`config.mk`:
```
export PLATFORM = sky130hd
export DESIGN_NAME = crab_ctrl_flat
export DESIGN_NICKNAME = d
export VERILOG_FILES = /design/src/verilog/crab_pkg.sv /design/src/verilog/crab_if.sv /design/src/verilog/crab_ctrl.sv /design/src/flat_wrapper.sv
export SDC_FILE = /design/constraint.sdc
export NUM_CORES = 1
export LEC_CHECK = 0
export BUFFER_PORTS_ARGS = -buffer_cell sky130_fd_sc_hd__buf_2
export CAP_MARGIN = 40
export CORE_MARGIN = 2
export CORE_UTILIZATION = 50
export DETAILED_ROUTE_END_ITERATION = 10
export PLACE_DENSITY = 0.79
export SETUP_SLACK_MARGIN = 0.15
export SLEW_MARGIN = 20
export SYNTH_ARGS = -nofsm -noshare
export SYNTH_HDL_FRONTEND = slang
export SYNTH_SLANG_ARGS = --single-unit
export TNS_END_PERCENT = 5
```
`constraint.sdc`:
```
create_clock -name i_core_clk -period 1.8 [get_ports i_core_clk]
set_clock_uncertainty 0.05 [all_clocks]
set_input_delay 0.09 -clock i_core_clk [delete_from_list [all_inputs] [get_ports i_core_clk]]
set_output_delay 0.09 -clock i_core_clk [all_outputs]
set_load 0.03 [all_outputs]
```
`src/verilog/crab_pkg.sv`:
```
package crab_pkg;
  // Widths of the register path
  localparam int ADDR_W = 8;
  localparam int DATA_W = 32;
  // Controller clock figure, in kHz
  localparam int CAN_CLK_KHZ = 8000;
  // Processor clock figure, in kHz
  localparam int CPU_CLK_KHZ = 10000;
  // Access gap in processor cycles, ratio rounded up
  localparam int GAP_RAW = (CPU_CLK_KHZ + CAN_CLK_KHZ - 1) / CAN_CLK_KHZ;
  // Least gap between the two halves of a read
  localparam int READ_MIN_GAP = 2;
  localparam logic [3:0] WR_GAP = 4'(GAP_RAW);
  localparam logic [3:0] RD_GAP =
    4'((GAP_RAW > READ_MIN_GAP) ? GAP_RAW : READ_MIN_GAP);
  // Wait for the retrieving read to land: one gap of
  // controller edges plus the read data register
  localparam logic [3:0] FETCH_WAIT = 4'(GAP_RAW + 1);
  // Value after reset of the data path
  localparam logic [31:0] DATA_RST = 32'h0000_0000;
  localparam logic [3:0] CNT_RST = 4'h0;
  // Master sequencer states, one-hot
  typedef enum logic [3:0] {
    CRAB_IDLE = 4'b0001,
    CRAB_WAIT = 4'b0010,
    CRAB_GAP = 4'b0100,
    CRAB_FETCH = 4'b1000
  } crab_state_t;
endpackage

```
`src/verilog/crab_if.sv`:
```
`timescale 1ns/1ps
// Register path between master and controller ends
interface crab_if;
  logic req; // Access strobe, one cycle
  logic wr; // High for a write
  logic [crab_pkg::ADDR_W-1:0] addr; // Register word address
  logic [crab_pkg::DATA_W-1:0] wdata; // Write data
  logic [crab_pkg::DATA_W-1:0] rdata; // Read data, registered
  modport master (output req, output wr, output addr, output wdata,
    input rdata);
  modport ctrl (input req, input wr, input addr, input wdata,
    output rdata);
endinterface

```
`src/verilog/crab_ctrl.sv`:
```
`timescale 1ns/1ps
module crab_ctrl (
  input wire logic i_core_clk,
  input wire logic i_rst_n,
  input wire logic i_ce,
  crab_if.ctrl bus,
  // Controller-side register file port
  output logic o_reg_we,
  output logic [crab_pkg::ADDR_W-1:0] o_reg_addr,
  output logic [crab_pkg::DATA_W-1:0] o_reg_wdata,
  input wire logic [crab_pkg::DATA_W-1:0] i_reg_rdata,
  // Toggles once per controller-clock edge
  input wire logic i_can_tick
);
  // ************************************************
  // Domain crossing
  // ************************************************
  // The tick arrives as a toggle, not a pulse. A pulse of
  // the slower domain could fall between two core samples;
  // each toggle level outlasts one core cycle, so no edge
  // is lost while the core clock stays the faster one.
  // A core clock slower than the controller would need a
  // different scheme; two edges could then fall between samples and be lost.
  logic tick_s1_reg; // First stage, read only by second
  logic tick_s2_reg; // Second stage, first settled copy
  logic tick_s3_reg; // History for change detection
  logic can_edge; // High one cycle per controller edge

  // First synchroniser stage; may go metastable
  always_ff @(posedge i_core_clk) begin
    if (!i_rst_n) begin
      // Known level out of reset
      tick_s1_reg <= 1'b0;
    end else if (i_ce) begin
      // Raw sample of the foreign level
      tick_s1_reg <= i_can_tick;
    end
  end

  // Second synchroniser stage
  always_ff @(posedge i_core_clk) begin
    if (!i_rst_n) begin
      // Cleared with the first stage
      tick_s2_reg <= 1'b0;
    end else if (i_ce) begin
      // Only this stage reads the first one
      tick_s2_reg <= tick_s1_reg;
    end
  end

  // One cycle of history of the settled level
  always_ff @(posedge i_core_clk) begin
    if (!i_rst_n) begin
      // Same level as the chain, so no edge in reset
      tick_s3_reg <= 1'b0;
    end else if (i_ce) begin
      // Follows the second stage
      tick_s3_reg <= tick_s2_reg;
    end
  end

  // Either direction of the settled toggle is one edge.
  // Out of reset a high tick gives one spare event; it is
  // harmless, as nothing is pending then.
  assign can_edge = tick_s2_reg ^ tick_s3_reg;

  // ************************************************
  // Request capture
  // ************************************************
  // Only one access can wait for the controller edge. A new
  // request simply overwrites a waiting one; this is the
  // corruption a too-close access suffers.
  logic pend_reg; // An access waits for its edge
  logic pend_wr_reg; // The waiting access is a write
  logic [crab_pkg::ADDR_W-1:0] pend_addr_reg; // Its word address
  logic [crab_pkg::DATA_W-1:0] pend_wdata_reg; // Its write data
  logic apply; // Controller edge takes the access
  logic apply_wr; // Applied access writes
  logic apply_rd; // Applied access reads

  // A controller edge that meets a fresh strobe is given
  // up: the fresh access wins and the old one is lost.
  assign apply = can_edge & pend_reg & ~bus.req;
  assign apply_wr = apply & pend_wr_reg;
  assign apply_rd = apply & ~pend_wr_reg;

  // Waiting flag; a strobe and an apply never meet
  always_ff @(posedge i_core_clk) begin
    if (!i_rst_n) begin
      // Nothing waits after reset
      pend_reg <= 1'b0;
    end else if (i_ce) begin
      if (bus.req) begin
        // New access takes the slot
        pend_reg <= 1'b1;
      end else if (apply) begin
        // Handed to the controller side
        pend_reg <= 1'b0;
      end
    end
  end

  // Kind and address of the waiting access
  always_ff @(posedge i_core_clk) begin
    if (!i_rst_n) begin
      // Cleared fields
      pend_wr_reg <= 1'b0;
      pend_addr_reg <= '0;
    end else if (i_ce) begin
      if (bus.req) begin
        // Overwrite whatever still waits.
        pend_wr_reg <= bus.wr;
        pend_addr_reg <= bus.addr;
      end
    end
  end

  // Write data of the waiting access
  always_ff @(posedge i_core_clk) begin
    if (!i_rst_n) begin
      // Cleared data
      pend_wdata_reg <= crab_pkg::DATA_RST;
    end else if (i_ce) begin
      if (bus.req) begin
        // Taken with every strobe, used by writes only
        pend_wdata_reg <= bus.wdata;
      end
    end
  end

  // ************************************************
  // Controller side apply
  // ************************************************
  // Write strobe to the register file, one cycle wide
  always_ff @(posedge i_core_clk) begin
    if (!i_rst_n) begin
      // No write out of reset
      o_reg_we <= 1'b0;
    end else if (i_ce) begin
      // Pulse only on the applying edge
      o_reg_we <= apply_wr;
    end
  end

  // Address seen by the register file. It stands until
  // the next applied access, so the file keeps presenting
  // the word that was last addressed.
  always_ff @(posedge i_core_clk) begin
    if (!i_rst_n) begin
      // Word zero addressed after reset
      o_reg_addr <= '0;
    end else if (i_ce) begin
      if (apply) begin
        // Reads move the address too
        o_reg_addr <= pend_addr_reg;
      end
    end
  end

  // Data seen by the register file; reads leave the last
  // written word in place
  always_ff @(posedge i_core_clk) begin
    if (!i_rst_n) begin
      // Cleared data
      o_reg_wdata <= crab_pkg::DATA_RST;
    end else if (i_ce) begin
      if (apply_wr) begin
        // New word with its write strobe
        o_reg_wdata <= pend_wdata_reg;
      end
    end
  end

  // ************************************************
  // Read return
  // ************************************************
  // The register file answers for the address that stood
  // before this edge, so a read takes the word of the
  // previous access. The second read of a pair always finds
  // its own word in place.
  always_ff @(posedge i_core_clk) begin
    if (!i_rst_n) begin
      // Read data starts cleared
      bus.rdata <= crab_pkg::DATA_RST;
    end else if (i_ce) begin
      if (apply_rd) begin
        // Word of the previously addressed register
        bus.rdata <= i_reg_rdata;
      end
    end
  end

  // ************************************************
  // Limits
  // ************************************************
  // This end paces nothing itself: spacing and pairing
  // are the master's duty, and breaking them only loses or
  // scrambles data, never hangs this end.
endmodule

```
`src/flat_wrapper.sv`:
```
// flat-port wrapper written by rule: the top's interface ports become plain ports
module crab_ctrl_flat 
  (i_core_clk, i_rst_n, i_ce, o_reg_we, o_reg_addr, o_reg_wdata, i_reg_rdata, i_can_tick, bus_req, bus_wr, bus_addr, bus_wdata, bus_rdata);
  crab_if bus_i ();
  input wire logic i_core_clk;
  input wire logic i_rst_n;
  input wire logic i_ce;
  output logic o_reg_we;
  output logic [crab_pkg::ADDR_W-1:0] o_reg_addr;
  output logic [crab_pkg::DATA_W-1:0] o_reg_wdata;
  input wire logic [crab_pkg::DATA_W-1:0] i_reg_rdata;
  input wire logic i_can_tick;
  input wire logic [$bits(bus_i.req)-1:0] bus_req;
  input wire logic [$bits(bus_i.wr)-1:0] bus_wr;
  input wire logic [$bits(bus_i.addr)-1:0] bus_addr;
  input wire logic [$bits(bus_i.wdata)-1:0] bus_wdata;
  output wire logic [$bits(bus_i.rdata)-1:0] bus_rdata;
  assign bus_i.req = bus_req;
  assign bus_i.wr = bus_wr;
  assign bus_i.addr = bus_addr;
  assign bus_i.wdata = bus_wdata;
  assign bus_rdata = bus_i.rdata;
  crab_ctrl u_core (.i_core_clk(i_core_clk), .i_rst_n(i_rst_n), .i_ce(i_ce), .bus(bus_i), .o_reg_we(o_reg_we), .o_reg_addr(o_reg_addr), .o_reg_wdata(o_reg_wdata), .i_reg_rdata(i_reg_rdata), .i_can_tick(i_can_tick));
endmodule
```
Word-level counts from Yosys, hierarchy flattened
Cells that the tools add are included. Widths: inputs -> output; s select.

Mux-type cells: 2. Bitwise gates (word level): 7. Reductions and logical operators: 6.

Operators by type and width (count): $reduce_and 2->1 (5); $and 1x1->1 (4); $mux 1 (2); $not 1->1 (2); $reduce_bool 2->1 (1); $xor 1x1->1 (1).

Register bits after elaboration: 118. Input port bits: 78. Output and inout port bits: 73.

Longest topological paths before layout
Word-level depth: 5. Gate-level depth with buffers: 6. Mapped depth without buffers: 3.

Least setup slack after synthesis
Ideal clock, no wire load.

Path type: reg2reg. From: reg u_core.tick_s2_reg. To: reg u_core.bus.rdata[0]. Arrival time: 1271 ps. Required time: 1678 ps. Setup slack: 407 ps. Stages on the path, launching flop included: 5. Path buffers: 1. Cell sequence: dfxtp_1 xnor2_2 nor4_4 buf_6 mux2i_1.

Word-level cells in the longest chain between the ends: 5.

RTL lines: start: declaration (RTL line crab_ctrl.sv:25) `logic tick_s2_reg;`; start signal: assignment (RTL line crab_ctrl.sv:47) `tick_s2_reg <= tick_s1_reg;`; $xor 1x1->1 (RTL line crab_ctrl.sv:65) `assign can_edge = tick_s2_reg ^ tick_s3_reg;`; $and 1x1->1 (2 in a row) (RTL line crab_ctrl.sv:83) `assign apply = can_edge & pend_reg & ~bus.req;`; $and 1x1->1 (RTL line crab_ctrl.sv:85) `assign apply_rd = apply & ~pend_wr_reg;`; $reduce_and 2->1 (no source line); end signal: assignment (RTL line crab_ctrl.sv:184) `bus.rdata <= crab_pkg::DATA_RST;`; end signal: assignment (RTL line crab_ctrl.sv:188) `bus.rdata <= i_reg_rdata;`; end: declaration (RTL line crab_if.sv:12) `output rdata);`.

Every way passes these cells. A chain may end at the register's enable or synchronous reset.

Worst setup path in the final report
From: reg u_core.tick_s2_reg. To: reg u_core.o_reg_wdata[5] (netlist name).

Word-level cells in the longest chain between the ends: 5.

RTL lines: $xor 1x1->1 (RTL line crab_ctrl.sv:65); $and 1x1->1 (2 in a row) (RTL line crab_ctrl.sv:83); $and 1x1->1 (RTL line crab_ctrl.sv:84) `assign apply_wr = apply & pend_wr_reg;`; $reduce_and 2->1 (no source line); end signal: assignment (RTL line crab_ctrl.sv:165) `o_reg_wdata <= crab_pkg::DATA_RST;`; end signal: assignment (RTL line crab_ctrl.sv:169) `o_reg_wdata <= pend_wdata_reg;`; end: declaration (RTL line crab_ctrl.sv:10) `output logic [crab_pkg::DATA_W-1:0] o_reg_wdata,`.

Every way passes these cells.

==> flow_metrics.tcl <==
set metrics [dict create \
    status "complete, no violations" \
    final_nets 819 \
    synth.distinct_cells 21 \
    start_util_pct 50.91 \
    met3_usage_pct 7.382 \
    min-delay-start "i_ce" \
    place_worst_setup_slack_ns 0.2188 \
    ir_drop_uv 555.4 \
    rsz0062_at_grt "true" \
    drc 0 \
    critPathMaxStageDelay_ns 0.40 \
    crit_family "flip-flops" \
    clockBufferDepth 2 \
    fin_ws_ns 0.2358 \
    cts-root-buf "clkbuf_8" \
    worst_pin_slew_ns 0.4555 \
    vias_per_cell 4.925 \
    numPortBuffers 150 \
    r2r-start "u_core.tick_s2_reg$_SDFFE_PN0P_" \
    worstSetupStartpoint "u_core.tick_s2_reg$_SDFFE_PN0P_" \
    synth_nets 591 \
    synth_area_leaders "dfxtp_1 (51%), nand2_1 (18%), mux2i_1 (16%)" \
    power_leakage_nw 2.869 \
    required_ns 2.17 \
    worst_setup_path_start_kind "flop" \
    powerDensity_nw_per_um2 909.3 \
    critical_path_class "reg -> reg" \
    wl_per_cell_um 13.99 \
    placed_area_um2 5400 \
    hold_viol 0 \
    dpl.cell_count 745 \
    htree_num_levels 4 \
    register_area_um2 2362 \
    synth.avg_cell_area_um2 9.039 \
    max_freq_ghz 0.6393 \
    clock_latency_ns 0.50 \
    final.min_clock_period_ns 1.564 \
    first_pass_iters 5 \
    die_y_um 100.3 \
    antenna_found_initial 0 \
    grt_remaining_overflow 0 \
    drive_above_1_share_pct 25.86 \
    cts_setup_buffers 0 \
    diodes 0 \
    worstSetupEndpointType "flop" \
    path_cells "xnor2_2 -> nor4b_4 -> buf_4 -> mux2i_1" \
    crit_buf_inv 1 \
    cts.clk_slew.worst_paths_ns 0.06 \
    grt.busiest_layer "met2" \
    final_cell_area_um2 6835 \
    critical_path_arrival_ns 1.94 \
    wirelength_um 12110 \
    ys_ff_latch 118 \
    yosysSeqAreaShare_pct 50.94 \
    yosysTopAreaCellShare_pct 50.94 \
    fp.dieW_um 100.3 \
    max-slew-margin-rel_pct 69.63 \
    rows 35 \
    dr_total_vias 4260 \
    drtIter0Drc 187 \
    cts_tree "built" \
    coreArea_um2 9109 \
    use_met1_pct 27.16 \
    post-dp-hpwl_um 6734 \
    hold_class "in -> reg" \
    final_cells 865 \
    fill_cells 609 \
    grt_max_degree 83 \
    crit_fanout 15 \
    finalSetupViolations 0 \
    fin_crit_sh_pct 86.90 \
    crit_path_top_delay_cell "dfxtp_1" \
    cts_made_buffers 17 \
    multi_input_area_um2 2033 \
    gr-usage-met2_pct 43.06 \
    finalMaxSlewViolations 0 \
    final_antenna_net_count 0 \
    finalWeightedCongestion 0.7385 \
    first_global_vias 4253 \
    cts.sinks 118 \
    synth_cells 513 \
    area_growth_syn_to_layout_pct 47.41 \
    io_pins 151 \
    grt_pass1_wl_um 19440 \
    syn_area_um2 4637 \
    setup-tns-final_ns 0 \
    grtUsageTotal_pct 24.29 \
    maxCapViolations 0 \
    synth_top_area_cell "dfxtp_1" \
    dieArea_um2 10060 \
    yosysWarnings 0 \
]
==> path summary, 6_finish.rpt <==
kind,endpoint,slack [ns],depth (start not counted)
max,u_core.o_reg_wdata[5]$_SDFFE_PN0P_,0.24,4
min reg2reg,u_core.pend_wdata_reg[9]$_SDFFE_PN0P_,0.40,2
min,u_core.pend_wdata_reg[24]$_SDFFE_PN0P_,0.11,5
max reg2reg,u_core.o_reg_wdata[5]$_SDFFE_PN0P_,0.24,4
==> worst min-delay path: stages <==
cell	delay, ns
buf_2	0.13
nand2_1	0.08
buf_4	0.19
nand2_1	0.07
a21boi_1	0.05
==> layer usage <==
metal | wire [µm] | vias up
met5 | 0 | -
met4 | 221 | 0
met3 | 800 | 25
met2 | 6175 | 159
met1 | 4907 | 1974
li1 | - | 2102
==> stage by stage <==
step                total power [mW]  hold WS (ns)  utilization [%]
global route                   6.432        0.1297            75.04
detailed placement             3.046        0.2843            59.29
floorplan                      2.924        0.1748                -
CTS                            6.245       0.08472            75.00
finish                         6.215        0.1118            75.04
global placement               3.037        0.2797            59.29
==> cell type report <==
| type | instances | area share, % |
|---|---|---|
| Tap cell | 111 | 2.032 |
| Clock buffer | 20 | 6.517 |
| Multi-Input combinational cell | 356 | 29.75 |
| Timing Repair Buffer | 248 | 25.61 |
| Sequential cell | 118 | 34.56 |
| Clock inverter | 12 | 1.538 |
==> report_power, final <==
| group | total, mW | leakage (nW) | switching (mW) | internal (mW) |
|---|---|---|---|---|
| sequential | 2.69 | 0.956 | 0.0252 | 2.66 |
| combinational | 0.468 | 1.64 | 0.208 | 0.260 |
| clock | 3.06 | 0.270 | 1.17 | 1.90 |
==> layout by cell type (no fill, tap or decap), types with 2 or more instances in the layout <==
cell / n
nand2_1: 228
buf_2: 149
dfxtp_1: 118
dlygate4sd3_1: 88
mux2i_1: 75
a21boi_0: 25
a21boi_1: 16
clkbuf_16: 16
buf_4: 7
clkinv_2: 5
nor2b_1: 4
clkinv_4: 4
clkbuf_8: 3
buf_12: 3
clkinvlp_4: 2
==> Yosys cell counts <==
cell type         n
and2_1            1
nand2_1         228
clkbuf_8          1
nor2_1            1
a21boi_1         16
nor3_1            1
dlymetal6s2s_1    2
nor2b_1           4
buf_6             8
buf_4             1
mux2i_1          75
o21ai_0           1
clkbuf_1         16
nor4_4            1
xnor2_2           1
dlygate4sd1_1     1
nor4b_2           1
buf_2            10
o21a_1            1
a21boi_0         25
dfxtp_1         118
==> cell families after synthesis <==
logic type	count (synthesis)	share of synthesized area (%)
buffers and inverters	39	5.505
XOR/XNOR	1	0.3509
multiplexers	75	16.19
AO/OA/AOI/OAI	43	6.908
flip-flops	118	50.94
AND/OR/NAND/NOR	237	20.10
==> what timing repair did <==
item	CTS	global route
endpoints found under the setup margin	0	2
resized for setup	0	1
hold buffers	88	0
endpoints found under the hold margin	80	0
Power figures use the tool's default switching activity.
